### src/temp_readout_pkg.sv
// shared constants, types and register map of the temperature readout block
`default_nettype none
package temp_readout_pkg;

  // ----------------------------------------------------------------
  // widths and channel counts
  // ----------------------------------------------------------------
  localparam int NCH = 3;
  localparam int ADC_W = 10;
  localparam int ACC_W = 14;
  localparam int AVG_N = 16;
  localparam int ADDR_W = 12;

  // ----------------------------------------------------------------
  // register indices, byte address is four times the index
  // ----------------------------------------------------------------
  localparam logic [9:0] IDX_LOCAL = 10'h027;
  localparam logic [9:0] IDX_TCFG = 10'h04B;
  localparam logic [9:0] IDX_CTRL = 10'h050;
  localparam logic [9:0] IDX_CHMODE = 10'h051;
  localparam logic [9:0] IDX_VAL_BASE = 10'h052;
  localparam logic [9:0] IDX_HI_BASE = 10'h054;
  localparam logic [9:0] IDX_LO_BASE = 10'h057;
  localparam logic [9:0] IDX_WIN = 10'h05A;
  localparam logic [9:0] IDX_ISTAT = 10'h05B;
  localparam logic [9:0] IDX_IMASK = 10'h05C;

  // ----------------------------------------------------------------
  // field positions
  // ----------------------------------------------------------------
  localparam int CTRL_START_BIT = 0;
  localparam int CTRL_HOT_LSB = 5;
  localparam int CHMODE_REM2_BIT = 2;
  localparam int TCFG_LSB_POS = 6;

  // ----------------------------------------------------------------
  // reset values
  // ----------------------------------------------------------------
  localparam logic [7:0] CHMODE_RST = 8'h00;
  localparam logic [7:0] HI_RST = 8'h7F;
  localparam logic [7:0] LO_RST = 8'h7E;
  localparam logic [2:0] MASK_RST = 3'h7;

  // ----------------------------------------------------------------
  // timing
  // ----------------------------------------------------------------
  localparam real T_REMOTE_MS = 9.6;
  localparam int CLK_MHZ = 125;
  localparam int REMOTE_CYCLES = int'($floor(T_REMOTE_MS * 1000.0 * CLK_MHZ));
  localparam int SLOT_CYCLES = REMOTE_CYCLES / AVG_N;

  // ----------------------------------------------------------------
  // types
  // ----------------------------------------------------------------
  typedef enum logic [2:0] {
    S_IDLE,
    S_CONV_REQ,
    S_CONV_WAIT,
    S_SLOT,
    S_STORE
  } seq_t;

  typedef struct packed {
    logic [7:0] hi;
    logic [7:0] lo;
    logic window;
  } limit_t;

  typedef struct packed {
    logic hot;
    logic evt;
  } cmp_state_t;

  typedef struct packed {
    seq_t st;
    logic [31:0] tmr;
    logic [3:0] cnt;
    logic [1:0] ch;
    logic [ACC_W-1:0] acc;
    logic [NCH-1:0][7:0] val;
    logic [1:0] lsb;
    logic start;
    logic [7:0] chmode;
    logic [NCH-1:0][7:0] hi;
    logic [NCH-1:0][7:0] lo;
    logic [NCH-1:0] win;
    logic [NCH-1:0] stat;
    logic [NCH-1:0] mask;
    logic [31:0] prdata;
    logic slverr;
    logic adc_start;
    logic excite_hi;
    logic [NCH-1:0] cmp_vld;
  } rd_state_t;

endpackage
`default_nettype wire

### src/limit_check.sv
// limit comparator for one measurement channel
`default_nettype none
module limit_check (
  input wire logic clk,
  input wire logic srst,
  input wire logic valid,
  input wire logic [7:0] value,
  input wire temp_readout_pkg::limit_t lim,
  output logic evt,
  output logic hot
);

  temp_readout_pkg::cmp_state_t s, d;
  logic over, under, recov;

  // ----------------------------------------------------------------
  // comparison, signed two's complement
  // ----------------------------------------------------------------
  assign over = $signed(value) > $signed(lim.hi);
  assign under = $signed(value) < $signed(lim.lo);
  assign recov = $signed(value) <= $signed(lim.lo);

  always_comb
  begin
    d = s;
    d.evt = 1'b0;
    if (valid)
    begin
      if (lim.window)
      begin
        d.hot = over || under;
      end
      else if (over)
      begin
        d.hot = 1'b1;
      end
      else if (recov)
      begin
        // only falling to the hysteresis level releases the flag
        d.hot = 1'b0;
      end
      d.evt = d.hot;
    end
  end

  always_ff @(posedge clk)
  begin
    if (srst)
    begin
      s <= '0;
    end
    else
    begin
      s <= d;
    end
  end

  assign evt = s.evt;
  assign hot = s.hot;
endmodule
`default_nettype wire

### src/temp_readout.sv
// temperature readout sequencer, averaging, limits and apb registers
//
// Summary of operation
// - local result in 0x27, extra bits cfg
// - local result signed, one degree steps
// - fractional degrees truncated in stored byte
// - second pair is diode only with bit2
// - remote excitation alternates base and multiple current
// - remote result averages sixteen conversion cycles
// - averaged remote measurement takes nominal 9.6 ms
// - remote results stored signed, same encoding
// - window channel flags above high, below low
// - hot limit sets flag, hysteresis releases it
// - channel mode clears to zero at reset
`default_nettype none
module temp_readout #(
  parameter int unsigned SLOT_CYCLES = temp_readout_pkg::SLOT_CYCLES
) (
  input wire logic CLK,
  input wire logic SRST,
  input wire logic PSEL,
  input wire logic PENABLE,
  input wire logic PWRITE,
  input wire logic [temp_readout_pkg::ADDR_W-1:0] PADDR,
  input wire logic [31:0] PWDATA,
  input wire logic [3:0] PSTRB,
  output logic [31:0] PRDATA,
  output logic PREADY,
  output logic PSLVERR,
  input wire logic ADC_DONE,
  input wire logic [temp_readout_pkg::ADC_W-1:0] ADC_DATA,
  output logic ADC_START,
  output logic [1:0] ADC_SEL,
  output logic EXCITE_HIGH,
  output logic REM2_DIODE,
  output logic [7:0] CH_MODE,
  output logic IRQ
);

  localparam int unsigned HALF = SLOT_CYCLES / 2;
  localparam int NCH = temp_readout_pkg::NCH;

  temp_readout_pkg::rd_state_t s, d;
  logic [NCH-1:0] evt;
  logic [NCH-1:0] hot;
  logic [9:0] idx;
  logic setup, access, aligned, hit, wr, rd_clr;
  logic [31:0] rd;

  // ----------------------------------------------------------------
  // address decode helpers
  // ----------------------------------------------------------------
  function automatic logic [9:0] chan_idx(input logic [9:0] base,
                                          input int i);
    chan_idx = base + 10'(i);
  endfunction

  function automatic logic reg_mapped(input logic [9:0] a);
    reg_mapped = 1'b0;
    case (a)
      temp_readout_pkg::IDX_LOCAL,
      temp_readout_pkg::IDX_TCFG,
      temp_readout_pkg::IDX_CTRL,
      temp_readout_pkg::IDX_CHMODE,
      temp_readout_pkg::IDX_WIN,
      temp_readout_pkg::IDX_ISTAT,
      temp_readout_pkg::IDX_IMASK:
        reg_mapped = 1'b1;
      default:
        reg_mapped = 1'b0;
    endcase
    for (int i = 0; i < NCH; i++)
    begin
      if (a == chan_idx(temp_readout_pkg::IDX_HI_BASE, i) ||
          a == chan_idx(temp_readout_pkg::IDX_LO_BASE, i))
        reg_mapped = 1'b1;
    end
    for (int i = 1; i < NCH; i++)
    begin
      if (a == chan_idx(temp_readout_pkg::IDX_VAL_BASE, i - 1))
        reg_mapped = 1'b1;
    end
  endfunction

  assign idx = PADDR[11:2];
  assign aligned = PADDR[1:0] == 2'b00;
  assign hit = aligned && reg_mapped(idx);
  assign setup = PSEL && !PENABLE;
  assign access = PSEL && PENABLE;
  assign wr = access && PWRITE && PSTRB[0] && hit;
  assign rd_clr = access && !PWRITE && hit &&
                  idx == temp_readout_pkg::IDX_ISTAT;

  // ----------------------------------------------------------------
  // read mux
  // ----------------------------------------------------------------
  always_comb
  begin
    rd = 32'h0000_0000;
    case (idx)
      temp_readout_pkg::IDX_LOCAL:
        rd[7:0] = s.val[0];
      temp_readout_pkg::IDX_TCFG:
        rd[temp_readout_pkg::TCFG_LSB_POS +: 2] = s.lsb;
      temp_readout_pkg::IDX_CTRL:
      begin
        rd[temp_readout_pkg::CTRL_START_BIT] = s.start;
        rd[temp_readout_pkg::CTRL_HOT_LSB +: NCH] = hot;
      end
      temp_readout_pkg::IDX_CHMODE:
        rd[7:0] = s.chmode;
      temp_readout_pkg::IDX_WIN:
        rd[NCH-1:0] = s.win;
      temp_readout_pkg::IDX_ISTAT:
        rd[NCH-1:0] = s.stat;
      temp_readout_pkg::IDX_IMASK:
        rd[NCH-1:0] = s.mask;
      default:
        rd = 32'h0000_0000;
    endcase
    for (int i = 0; i < NCH; i++)
    begin
      if (idx == chan_idx(temp_readout_pkg::IDX_HI_BASE, i))
        rd[7:0] = s.hi[i];
      if (idx == chan_idx(temp_readout_pkg::IDX_LO_BASE, i))
        rd[7:0] = s.lo[i];
    end
    for (int i = 1; i < NCH; i++)
    begin
      if (idx == chan_idx(temp_readout_pkg::IDX_VAL_BASE, i - 1))
        rd[7:0] = s.val[i];
    end
    if (!aligned)
      rd = 32'h0000_0000;
  end

  // ----------------------------------------------------------------
  // next state
  // ----------------------------------------------------------------
  always_comb
  begin
    d = s;
    d.adc_start = 1'b0;
    d.cmp_vld = '0;

    case (s.st)
      temp_readout_pkg::S_IDLE:
      begin
        if (s.start)
        begin
          d.ch = 2'd0;
          d.st = temp_readout_pkg::S_CONV_REQ;
        end
      end
      temp_readout_pkg::S_CONV_REQ:
      begin
        d.adc_start = 1'b1;
        d.st = temp_readout_pkg::S_CONV_WAIT;
      end
      temp_readout_pkg::S_CONV_WAIT:
      begin
        if (ADC_DONE && s.ch == 2'd0)
        begin
          // floor to whole degrees, quarter bits kept aside
          d.val[0] = ADC_DATA[9:2];
          d.lsb = ADC_DATA[1:0];
          d.cmp_vld[0] = 1'b1;
          d.st = temp_readout_pkg::S_STORE;
        end
        else if (ADC_DONE)
        begin
          d.acc = s.acc + temp_readout_pkg::ACC_W'($signed(ADC_DATA));
          if (s.cnt == 4'hF)
          begin
            d.st = temp_readout_pkg::S_STORE;
          end
          else
          begin
            d.cnt = s.cnt + 4'h1;
            d.tmr = 32'h0000_0000;
            d.st = temp_readout_pkg::S_SLOT;
          end
        end
      end
      temp_readout_pkg::S_SLOT:
      begin
        // sixteen slots of this length make up one remote measurement
        if (s.tmr == SLOT_CYCLES - 1)
          d.st = temp_readout_pkg::S_CONV_REQ;
        else
          d.tmr = s.tmr + 32'h0000_0001;
      end
      temp_readout_pkg::S_STORE:
      begin
        if (s.ch != 2'd0)
        begin
          // sum of sixteen over sixteen, then drop the quarter bits
          d.val[s.ch] = s.acc[13:6];
          d.cmp_vld[s.ch] = 1'b1;
        end
        d.acc = '0;
        d.cnt = 4'h0;
        d.tmr = 32'h0000_0000;
        if (!s.start)
        begin
          d.st = temp_readout_pkg::S_IDLE;
        end
        else if (s.ch == 2'd0)
        begin
          d.ch = 2'd1;
          d.st = temp_readout_pkg::S_SLOT;
        end
        else if (s.ch == 2'd1 &&
                 s.chmode[temp_readout_pkg::CHMODE_REM2_BIT])
        begin
          d.ch = 2'd2;
          d.st = temp_readout_pkg::S_SLOT;
        end
        else
        begin
          d.ch = 2'd0;
          d.st = temp_readout_pkg::S_CONV_REQ;
        end
      end
      default:
        d.st = temp_readout_pkg::S_IDLE;
    endcase

    // first half of a slot at base current, second half at the multiple
    d.excite_hi = d.st == temp_readout_pkg::S_SLOT &&
                  d.tmr >= HALF;

    // bus side
    if (setup)
    begin
      d.prdata = rd;
      d.slverr = !hit;
    end
    if (wr)
    begin
      case (idx)
        temp_readout_pkg::IDX_CTRL:
          d.start = PWDATA[temp_readout_pkg::CTRL_START_BIT];
        temp_readout_pkg::IDX_CHMODE:
          d.chmode = PWDATA[7:0];
        temp_readout_pkg::IDX_WIN:
          d.win = PWDATA[NCH-1:0];
        temp_readout_pkg::IDX_IMASK:
          d.mask = PWDATA[NCH-1:0];
        default:
          d.start = s.start;
      endcase
      for (int i = 0; i < NCH; i++)
      begin
        if (idx == chan_idx(temp_readout_pkg::IDX_HI_BASE, i))
          d.hi[i] = PWDATA[7:0];
        if (idx == chan_idx(temp_readout_pkg::IDX_LO_BASE, i))
          d.lo[i] = PWDATA[7:0];
      end
    end

    // clear only what the reader was shown; a new event is kept
    d.stat = (s.stat & ~(rd_clr ? s.prdata[NCH-1:0] : {NCH{1'b0}})) | evt;
  end

  always_ff @(posedge CLK)
  begin
    if (SRST)
    begin
      s <= '0;
      s.chmode <= temp_readout_pkg::CHMODE_RST;
      s.hi <= {NCH{temp_readout_pkg::HI_RST}};
      s.lo <= {NCH{temp_readout_pkg::LO_RST}};
      s.mask <= temp_readout_pkg::MASK_RST;
    end
    else
    begin
      s <= d;
    end
  end

  // ----------------------------------------------------------------
  // limit comparators, one per channel
  // ----------------------------------------------------------------
  generate
    for (genvar g = 0; g < NCH; g++)
    begin : g_cmp
      temp_readout_pkg::limit_t lim;
      assign lim = '{hi: s.hi[g], lo: s.lo[g], window: s.win[g]};
      limit_check u_cmp (
        .clk(CLK),
        .srst(SRST),
        .valid(s.cmp_vld[g]),
        .value(s.val[g]),
        .lim(lim),
        .evt(evt[g]),
        .hot(hot[g])
      );
    end
  endgenerate

  // ----------------------------------------------------------------
  // outputs
  // ----------------------------------------------------------------
  assign PRDATA = s.prdata;
  assign PSLVERR = s.slverr && access;
  assign PREADY = 1'b1;
  assign ADC_START = s.adc_start;
  assign ADC_SEL = s.ch;
  assign EXCITE_HIGH = s.excite_hi;
  assign CH_MODE = s.chmode;
  assign REM2_DIODE = s.chmode[temp_readout_pkg::CHMODE_REM2_BIT];
  assign IRQ = |(s.stat & ~s.mask);
endmodule
`default_nettype wire

### config.mk
export PLATFORM = sky130hd
export DESIGN_NAME = temp_readout
export DESIGN_NICKNAME = d
export VERILOG_FILES = /design/src/temp_readout_pkg.sv /design/src/limit_check.sv /design/src/temp_readout.sv
export SDC_FILE = /design/constraint.sdc
export NUM_CORES = 1
export LEC_CHECK = 0
export ABC_CLOCK_PERIOD_IN_PS = 3200
export BUFFER_PORTS_ARGS = -buffer_cell sky130_fd_sc_hd__buf_2
export CELL_PAD_IN_SITES_DETAIL_PLACEMENT = 0
export CELL_PAD_IN_SITES_GLOBAL_PLACEMENT = 1
export CORE_ASPECT_RATIO = 0.7
export CORE_UTILIZATION = 44
export CTS_CLUSTER_SIZE = 8
export DETAILED_ROUTE_END_ITERATION = 10
export GPL_ROUTABILITY_DRIVEN = 0
export GPL_TIMING_DRIVEN = 0
export PLACE_DENSITY = 0.83
export SLEW_MARGIN = 5
export SYNTH_ARGS = -nofsm -noshare
export SYNTH_HDL_FRONTEND = slang
export SYNTH_SLANG_ARGS = --single-unit
### constraint.sdc
create_clock -name CLK -period 3.2 [get_ports CLK]
set_clock_uncertainty 0.05 [all_clocks]
set_input_delay 0.48 -clock CLK [delete_from_list [all_inputs] [get_ports CLK]]
set_output_delay 0.48 -clock CLK [all_outputs]
set_load 0.005 [all_outputs]
# Word-level counts from Yosys, hierarchy flattened
# Index checks and enable logic that the tools add are counted.
dict set report op_classes {
  mux 64
  magnitude_cmp 12
  n_bitwise 10
  eq_ne 30
  n_addsub 3
  n_reduce_logical 51
}
# operator n
set ops {}
lappend ops {{$eq A10 B7 Y1 const B} 14}
lappend ops {{$pmux W32 S3} 1}
lappend ops {{$mux W8} 11}
lappend ops {{$mux W36} 2}
lappend ops {{$mux W39} 1}
lappend ops {{$add A32 B1 Y32 const B} 1}
lappend ops {{$eq A32 B17 Y1 const B} 1}
lappend ops {{$ge A32 B16 Y1 const B} 1}
lappend ops {{$mux W32} 1}
lappend ops {{$mux W14} 2}
lappend ops {{$pmux W14 S2} 1}
lappend ops {{$bwmux W24} 1}
lappend ops {{$gt A8 B8 Y1} 3}
lappend ops {{$le A8 B8 Y1} 3}
lappend ops {{$lt A8 B8 Y1} 3}
lappend ops {{$reduce_and A2 Y1} 12}
lappend ops {{$mux W3} 7}
lappend ops {{$mux W1} 19}
lappend ops {{$demux W8 S2} 1}
lappend ops {{$pmux W8 S2} 1}
lappend ops {{$pmux W3 S5} 1}
lappend ops {{$add A14 B14 Y14} 1}
lappend ops {{$logic_and A1 B1 Y1} 14}
lappend ops {{$ne A2 B2 Y1 const B} 7}
lappend ops {{other kinds (33)} 61}
dict set report totals {
  reg_bits 191
  input_bits 64
  output_inout_bits 48
  wordCells 202
}

# Depth between registers and ports, before layout
# Gate-level depths: netlist of run 1.
dict set report depth {
  depth_word 15
  depth_mapped 11
  depth_no_buf 11
}

# Cells and area by module
# Synthesis of run 1 repeated with hierarchy kept, for this count alone.
dict set report hier_totals {
  hier_cells 1258
  hier_area_um2 10213.5
}
# module cells_per_inst n_inst area_each_um2 seq_area_each_um2
set by_module_without_submodules {}
lappend by_module_without_submodules {temp_readout 1042 1 8573.2 3223.1}
lappend by_module_without_submodules {limit_check 72 3 546.8 40.0}

# Worst setup path after synthesis of run 1
# Ideal clock, no wire load.
dict set report synth_path {
  path_type {input-to-reg}
  startpoint {input port PADDR[5] (netlist bit)}
  endpoint {register s, in the netlist CH_MODE[0]}
  required_time_ns 3.022
  setup_slack_ns 0.291
  path_buffers 2
  setup_time_ns 0.128
  arrival_ns 2.731
  cell_stages 10
  path_cell_list {buf_2 > or4b_1 > buf_2 > nor4_4 > nor2_2 > o21ai_2 > nand4_4 > nor3_4 > mux2i_1 > nor2_1}
}
dict set report synth_via {
  elab_chain_cells 11
  word_cells_on_any_way 28
  cone_classes {eq/ne (15); mux (6); reduce/logical (7)}
}
# element line
set synth_lines {}
lappend synth_lines {{start, declared} temp_readout.sv:24} ;# input wire logic [temp_readout_pkg::ADDR_W-1:0] PADDR,
lappend synth_lines {{$eq A10 B7 Y1 (tied with other cells)} temp_readout.sv:60} ;# case (a)
lappend synth_lines {{$reduce_or A7 Y1} temp_readout.sv:60}
lappend synth_lines {{$mux W1} temp_readout.sv:60}
lappend synth_lines {{$mux W1 (3 in a row)} temp_readout.sv:74} ;# if (a == chan_idx(temp_readout_pkg::IDX_HI_BASE, i) ||
lappend synth_lines {{$mux W1 (2 in a row)} temp_readout.sv:80} ;# if (a == chan_idx(temp_readout_pkg::IDX_VAL_BASE, i - 1))
lappend synth_lines {{$logic_and A1 B1 Y1} temp_readout.sv:87} ;# assign hit = aligned && reg_mapped(idx);
lappend synth_lines {{$logic_and A1 B1 Y1} temp_readout.sv:90} ;# assign wr = access && PWRITE && PSTRB[0] && hit;
lappend synth_lines {{$reduce_and A2 Y1 (no source line) *} --}
lappend synth_lines {{end, declared} temp_readout.sv:43} ;# temp_readout_pkg::rd_state_t s, d;
# Every way passes the cells marked *; elsewhere a longest branch is shown, timed or not.
# A chain may end at the register's enable or synchronous reset.

# Worst setup path in the final report of run 1
dict set report layout_path {
  startpoint {register s[183] (netlist bit)}
  endpoint {register s, in the netlist EXCITE_HIGH}
}
dict set report layout_via {
  elab_chain_cells 5
  word_cells_on_any_way 14
  cone_classes {order compare (1); eq/ne (5); mux (6); reduce/logical (2)}
}
# element line
set layout_lines {}
lappend layout_lines {{branches (longest 4 deep; another with $ge A32 B16 Y1)} --}
lappend layout_lines {{$logic_and A1 B1 Y1 *} temp_readout.sv:230} ;# d.excite_hi = d.st == temp_readout_pkg::S_SLOT &&
# Every way passes the cells marked *. The select of a mux whose other input is x is not followed.

==> results of run 1 <==
per-layer routing:
layer  routed length [um]  up-vias
li1                     -     4548
met1                15300     4422
met2                12400      474
met3                 3610       54
met4                  769        0
met5                    0        -
cell type report:
class,count,area [um2],area share
Multi-Input combinational cell,895,5800,0.517
Inverter,67,251,0.0224
Clock buffer,20,467,0.0416
Timing Repair Buffer,59,308,0.0274
Clock inverter,12,163,0.0145
Buffer,99,544,0.0485
Tap cell,282,353,0.0314
Sequential cell,167,3340,0.298
per-stage QoR:
step	std cells	worst slack (ps)	utilization	power (mW)	cell area (um2)
floorplan	1228	291	-	2.24	9880
CTS	1596	24.5	0.513	4.51	11200
global route	1601	23.3	0.517	4.62	11200
finish	1601	218	0.517	4.49	11200
detailed placement	1564	-428	0.483	2.32	10500
global placement	1564	-392	0.483	2.32	10500
worst max-delay path, cell delays in order, from the launching register on:
cell and delay, ps:
dfxtp_1 310, clkbuf_1 280, nand3_1 460, a21oi_1 390
clkbuf_1 500, nand2_1 190, a2bb2oi_1 200, o21a_1 130
and4b_1 240, a31oi_1 150
cells by family (layout without fill, tap and decap cells):
family | Yosys count | in the layout
other cells | 2 | 25
compound gates | 303 | 303
flops | 167 | 167
simple gates | 447 | 447
fa+ha+maj | 64 | 64
mux | 48 | 48
xor+xnor | 8 | 8
buf+inv | 166 | 257
placed cells by master, fill, tap and decap left out, drive strengths merged, types with 6 or more instances in the layout:
cell,synthesis,final
and2,10,10
a22oi,12,12
xnor2,7,7
o21ai,52,52
a31oi,17,17
o21a,22,22
or3,9,9
a21oi,73,73
o211ai,44,44
nand4,18,18
dfxtp,167,167
a222oi,14,14
nand3,46,46
clkbuf,46,66
a31o,6,6
o22ai,7,7
nor4,14,14
nor2b,12,12
a221oi,6,6
inv,67,70
nand2,117,117
nor3,31,31
a21o,7,7
nand2b,7,7
ha,63,63
and3,14,14
conb,2,25
mux2i,47,47
nand3b,6,6
nor2,125,125
buf,53,112
and4,6,6
registers in the layout, indices dropped and copies added (netlist names), 2 cells and up:
| register | flops |
|---|---|
| g_cmp.lim | 51 |
| g_cmp.u_cmp.hot | 3 |
| PRDATA | 8 |
| s | 90 |
| CH_MODE | 8 |
| ADC_SEL | 2 |
| g_cmp.u_cmp.evt | 3 |
power groups by stage:
stage / Clock [mW] / Combinational, mW / Sequential [mW]
6_report: 2.21 / 0.204 / 2.08
5_1_grt: 2.32 / 0.219 / 2.08
3_5_place_dp: 0 / 0.198 / 2.13
2_1_floorplan: 0 / 0.110 / 2.13
4_1_cts: 2.23 / 0.199 / 2.08
3_3_place_gp: 0 / 0.197 / 2.13
worst min-delay path by stage:
| stage | slack, ps | cells past startpoint | to | startpoint |
|---|---|---|---|---|
| after floorplan | 360 | 2 | s[41] | g_cmp[0].u_cmp.evt |
| after global placement | 370 | 2 | s[42] | g_cmp[1].u_cmp.evt |
| after detailed placement | 380 | 2 | s[42] | g_cmp[1].u_cmp.evt |
| after CTS | 240 | 3 | s[110] | ADC_DATA[6] |
| after global routing | 270 | 3 | s[184] | ADC_DONE |
| final | 250 | 3 | s[110] | ADC_DATA[6] |
timing repair:
item,4_1_cts,5_1_grt
resized for setup,2,8
buffers inserted,0,5
endpoints found under the setup margin,2,42
pin swaps,0,3
hold buffers,0,0
==> impl_metrics.py, run 1 <==
metrics = {
    "placement": {
        "dp_hpwl_mm": 24.4,
        "io_buffer_count": 54,
    },
    "clock_tree": {
        "cts_max_level": 4,
        "clkTransAtPathRegs_ps": 70,
        "cts_root_buf": "clkbuf_16",
        "numCtsBuffers": 17,
        "clock_latency_ps": 440,
        "cts_num_sinks": 167,
        "clockBufferDepth": 2,
        "cts_tree": "built",
    },
    "floorplan": {
        "rows": 45,
        "start_util": 0.451,
        "die_w_um": 180,
        "core_area_um2": 21700,
        "die_h_um": 127,
        "die-area_um2": 22900,
        "pin_count": 112,
    },
    "pwr": {
        "switching_share": 0.234,
        "internal_power_mw": 3.44,
        "vdd_drop_max_mv": 0.365,
        "seq_power_share": 0.462,
        "power_frac_clock": 0.492,
        "comb_power_share": 0.045,
        "powerDensity_nw_per_um2": 400,
        "p_leak_nw": 4.70,
        "p_sw_mw": 1.05,
    },
    "setup_path": {
        "end_kind": "flop",
        "crit_fanout": 10,
        "worstPathArrival_ps": 3290,
        "r2r_start": "s[183]",
        "r2r_cells": 9,
        "r2r_end": "EXCITE_HIGH",
        "startpoint_type": "flop",
        "cp.required_ps": 3510,
        "r2r_slack_ps": 220,
        "crit_end": "EXCITE_HIGH",
        "critPathKind": "flop to flop",
        "cp-startpoint": "s[183]",
    },
    "detailed_routing": {
        "via_count": 9498,
        "ant_nets": 0,
        "wire_per_inst_um": 20.0,
        "routed_wl_mm": 32.1,
        "drc": 0,
        "vias_per_cell": 5.93,
        "drtPass1Iterations": 8,
        "drtIter0Drc": 1248,
    },
    "grt": {
        "grt_util_met2": 0.385,
        "grtUsageMet3": 0.0781,
        "antenna_found_initial": 0,
        "grt_max_degree": 17,
        "gr-max-usage-layer": "met1",
        "grtUsageTotal": 0.283,
        "grt_pass1_wl_mm": 49.4,
        "grt_pass1_vias": 8542,
        "gr-total-overflow": 0,
        "met1_usage": 0.419,
    },
    "run": {
        "drv_cap": 0,
    },
    "synthesis": {
        "synth-simple-area-share": 0.230,
        "yosysMostFrequentCell": "dfxtp_1",
        "synth-seq-cells": 167,
        "synth_compound_area_frac": 0.208,
        "synth_top_area_cell": "dfxtp_1",
        "yosysWarnings": 0,
        "synth_mux_area_frac": 0.0492,
        "syn_area_per_cell_um2": 8.13,
        "yosysTopAreaCellShare": 0.341,
        "synthAdderAreaFrac": 0.0825,
        "ys_seq_area_frac": 0.341,
        "ys_types": 77,
        "async_flop_share": 0,
        "synth-edff-count": 0,
        "synthCells": 1205,
        "synthXorXnorAreaFrac": 0.00715,
        "synthTopCellsByCount": "dfxtp_1 (167), nor2_1 (124), nand2_1 (117), a21oi_1 (73), inv_1 (67)",
        "synthTopCellsByArea": "dfxtp_1 (34%), ha_1 (8.0%), mux2i_1 (4.8%), nor2_1 (4.8%), nand2_1 (4.5%)",
        "synth_top_family_by_area": "simple AND/OR/NAND/NOR gates",
        "ys.flop_type": "dfxtp_1",
        "syn_area_um2": 9800,
    },
    "timing": {
        "setup_viol": 0,
        "rsz0062_at_grt": "false",
        "drv_slew": 0,
        "fmax_ghz": 0.335,
        "post-route-min-period_ps": 2980,
        "holdWs_ps": 251,
        "finalCritPeriodShare": 0.932,
        "hold_violations": 0,
        "slew-limit-headroom": 0.306,
        "tns_ps": 0,
        "tightest_slew_ps": 1040,
    },
    "worst_hold_path": {
        "hold_class": "input port to flop",
    },
    "cells_and_area": {
        "area_growth_pct": 14.6,
        "drive_above_1_share": 0.132,
        "finalNetCount": 1434,
        "fill_cells": 2077,
        "n_antenna_cell": 0,
    },
    "outcome": {
        "outcome": "finished, final reports clean",
    },
}
(Power assumes the default switching activity.)
==> run 2: changes to the inputs <==
--- a/config.mk
+++ b/config.mk
@@ -9,12 +9,12 @@
 export BUFFER_PORTS_ARGS = -buffer_cell sky130_fd_sc_hd__buf_2
 export CELL_PAD_IN_SITES_DETAIL_PLACEMENT = 0
 export CELL_PAD_IN_SITES_GLOBAL_PLACEMENT = 1
-export CORE_ASPECT_RATIO = 0.7
+export CORE_ASPECT_RATIO = 1.1
 export CORE_UTILIZATION = 44
 export CTS_CLUSTER_SIZE = 8
 export DETAILED_ROUTE_END_ITERATION = 10
 export GPL_ROUTABILITY_DRIVEN = 0
-export GPL_TIMING_DRIVEN = 0
+export GPL_TIMING_DRIVEN = 1
 export PLACE_DENSITY = 0.83
 export SLEW_MARGIN = 5
 export SYNTH_ARGS = -nofsm -noshare
==> impl_metrics.py, run 2 (synthesis results as in run 1) <==
metrics = {
    "grt": {
        "grt_pass1_vias": 8338,
        "antenna_found_initial": 0,
        "grt_max_degree": 64,
        "grtUsageTotal": 0.255,
        "gr-total-overflow": 0,
        "grt_pass1_wl_mm": 44.6,
    },
    "detailed_routing": {
        "drc": 0,
        "wire_per_inst_um": 18.1,
        "via_count": 8962,
        "drtIter0Drc": 540,
        "ant_nets": 0,
        "routed_wl_mm": 28.0,
        "vias_per_cell": 5.77,
        "drtPass1Iterations": 6,
    },
    "cells_and_area": {
        "layout_common_cells": "dfxtp_1 (167), nor2_1 (124), nand2_1 (117)",
        "largest_reg_flops": 90,
        "finalNetCount": 1377,
        "fin_util": 0.510,
        "drive_above_1_share": 0.126,
        "fill_cells": 2140,
        "postLayoutCellArea_um2": 11000,
        "top_register": "s",
        "area_growth_pct": 12.4,
        "n_antenna_cell": 0,
        "final_common_cell": "dfxtp_1",
        "final_cells": 1552,
    },
    "timing": {
        "setup_slack_ps": 332,
        "holdWs_ps": 265,
        "drv_slew": 0,
        "post-route-min-period_ps": 2870,
        "tightest_slew_ps": 925,
        "finalCritPeriodShare": 0.896,
        "rsz0062_at_grt": "false",
        "slew-limit-headroom": 0.383,
        "hold_violations": 0,
        "setup_viol": 0,
        "fmax_ghz": 0.349,
        "tns_ps": 0,
    },
    "clock_tree": {
        "cts_setup_buffers": 0,
        "clock_latency_ps": 440,
        "cts_resized": 0,
        "postCtsHoldBufs": 0,
        "cts_tree": "built",
        "numCtsBuffers": 17,
        "clockBufferDepth": 2,
        "cts_max_level": 4,
        "cts_root_buf": "clkbuf_16",
        "cts_num_sinks": 167,
        "clkTransAtPathRegs_ps": 70,
    },
    "outcome": {
        "outcome": "finished, final reports clean",
    },
    "placement": {
        "placed_cell_area_um2": 10400,
        "post-place-ws_ps": 125,
        "dp_hpwl_mm": 20.6,
        "place_inst": 1520,
        "io_buffer_count": 59,
    },
    "worst_hold_path": {
        "worstHoldStart": "ADC_DATA[2]",
        "hold_depth": 3,
        "hold_class": "input port to flop",
        "hold_path_end": "s[106]",
    },
    "floorplan": {
        "start_util": 0.454,
        "die_h_um": 159,
        "die_w_um": 144,
        "rows": 56,
        "core_area_um2": 21600,
        "die-area_um2": 22900,
        "pin_count": 112,
    },
    "setup_path": {
        "r2r_cells": 8,
        "r2r_end": "EXCITE_HIGH",
        "cp-startpoint": "s[168]",
        "startpoint_type": "flop",
        "cp.required_ps": 3470,
        "critPathKind": "flop to flop",
        "crit_fanout": 10,
        "r2r_slack_ps": 330,
        "end_kind": "flop",
        "worstPathArrival_ps": 3140,
        "r2r_start": "s[168]",
    },
    "pwr": {
        "finalPower_mw": 4.41,
        "vdd_drop_max_mv": 0.419,
        "powerDensity_nw_per_um2": 401,
        "p_leak_nw": 4.56,
    },
    "run": {
        "drv_cap": 0,
    },
}
-- run 2: changes by cell type in the layout (fill, tap and decap cells not counted), sizes merged --
cell	change
clkinvlp	-2
inv	+2
clkinv	+3
buf	-11
clkbuf	-49
-- run 2: worst max path at each step --
stage | depth (start not counted) | end
global route | 10 | s[143]
floorplan | 10 | CH_MODE[0]
detailed placement | 11 | s[143]
global placement | 11 | s[143]
CTS | 8 | EXCITE_HIGH
finish | 8 | EXCITE_HIGH
-- run 2: critical path, stage by stage, from the launching register on --
cell and delay (ps):
dfxtp_1 370, or4b_2 690, nor4_2 320, a21oi_1 350, a31o_2 330, o21ai_0 120, and4_1 230, and4b_1 230
a31oi_1 80
-- run 2: where the power goes --
part	internal [mW]	switching (mW)	total, mW	leakage [nW]
clock network	1.25	0.921	2.17	0.305
logic	0.0475	0.114	0.162	2.91
registers	2.08	0.000202	2.08	1.35
-- run 2: layout make-up --
| class | count | area [um2] | share of cell area |
|---|---|---|---|
| Clock inverter | 15 | 194 | 0.0176 |
| Inverter | 67 | 251 | 0.0228 |
| Clock buffer | 17 | 425 | 0.0386 |
| Timing Repair Buffer | 101 | 688 | 0.0625 |
| Tap cell | 290 | 363 | 0.0330 |
| Sequential cell | 167 | 3340 | 0.304 |
| Multi-Input combinational cell | 895 | 5750 | 0.522 |
-- run 2: layer usage --
| layer | share of wire | up-vias | track usage |
|---|---|---|---|
| li1 | - | 4428 | - |
| met1 | 0.45 | 4200 | 0.332 |
| met2 | 0.46 | 288 | 0.420 |
| met3 | 0.052 | 46 | 0.0364 |
| met4 | 0.034 | 0 | 0.107 |
| met5 | 0 | - | 0 |
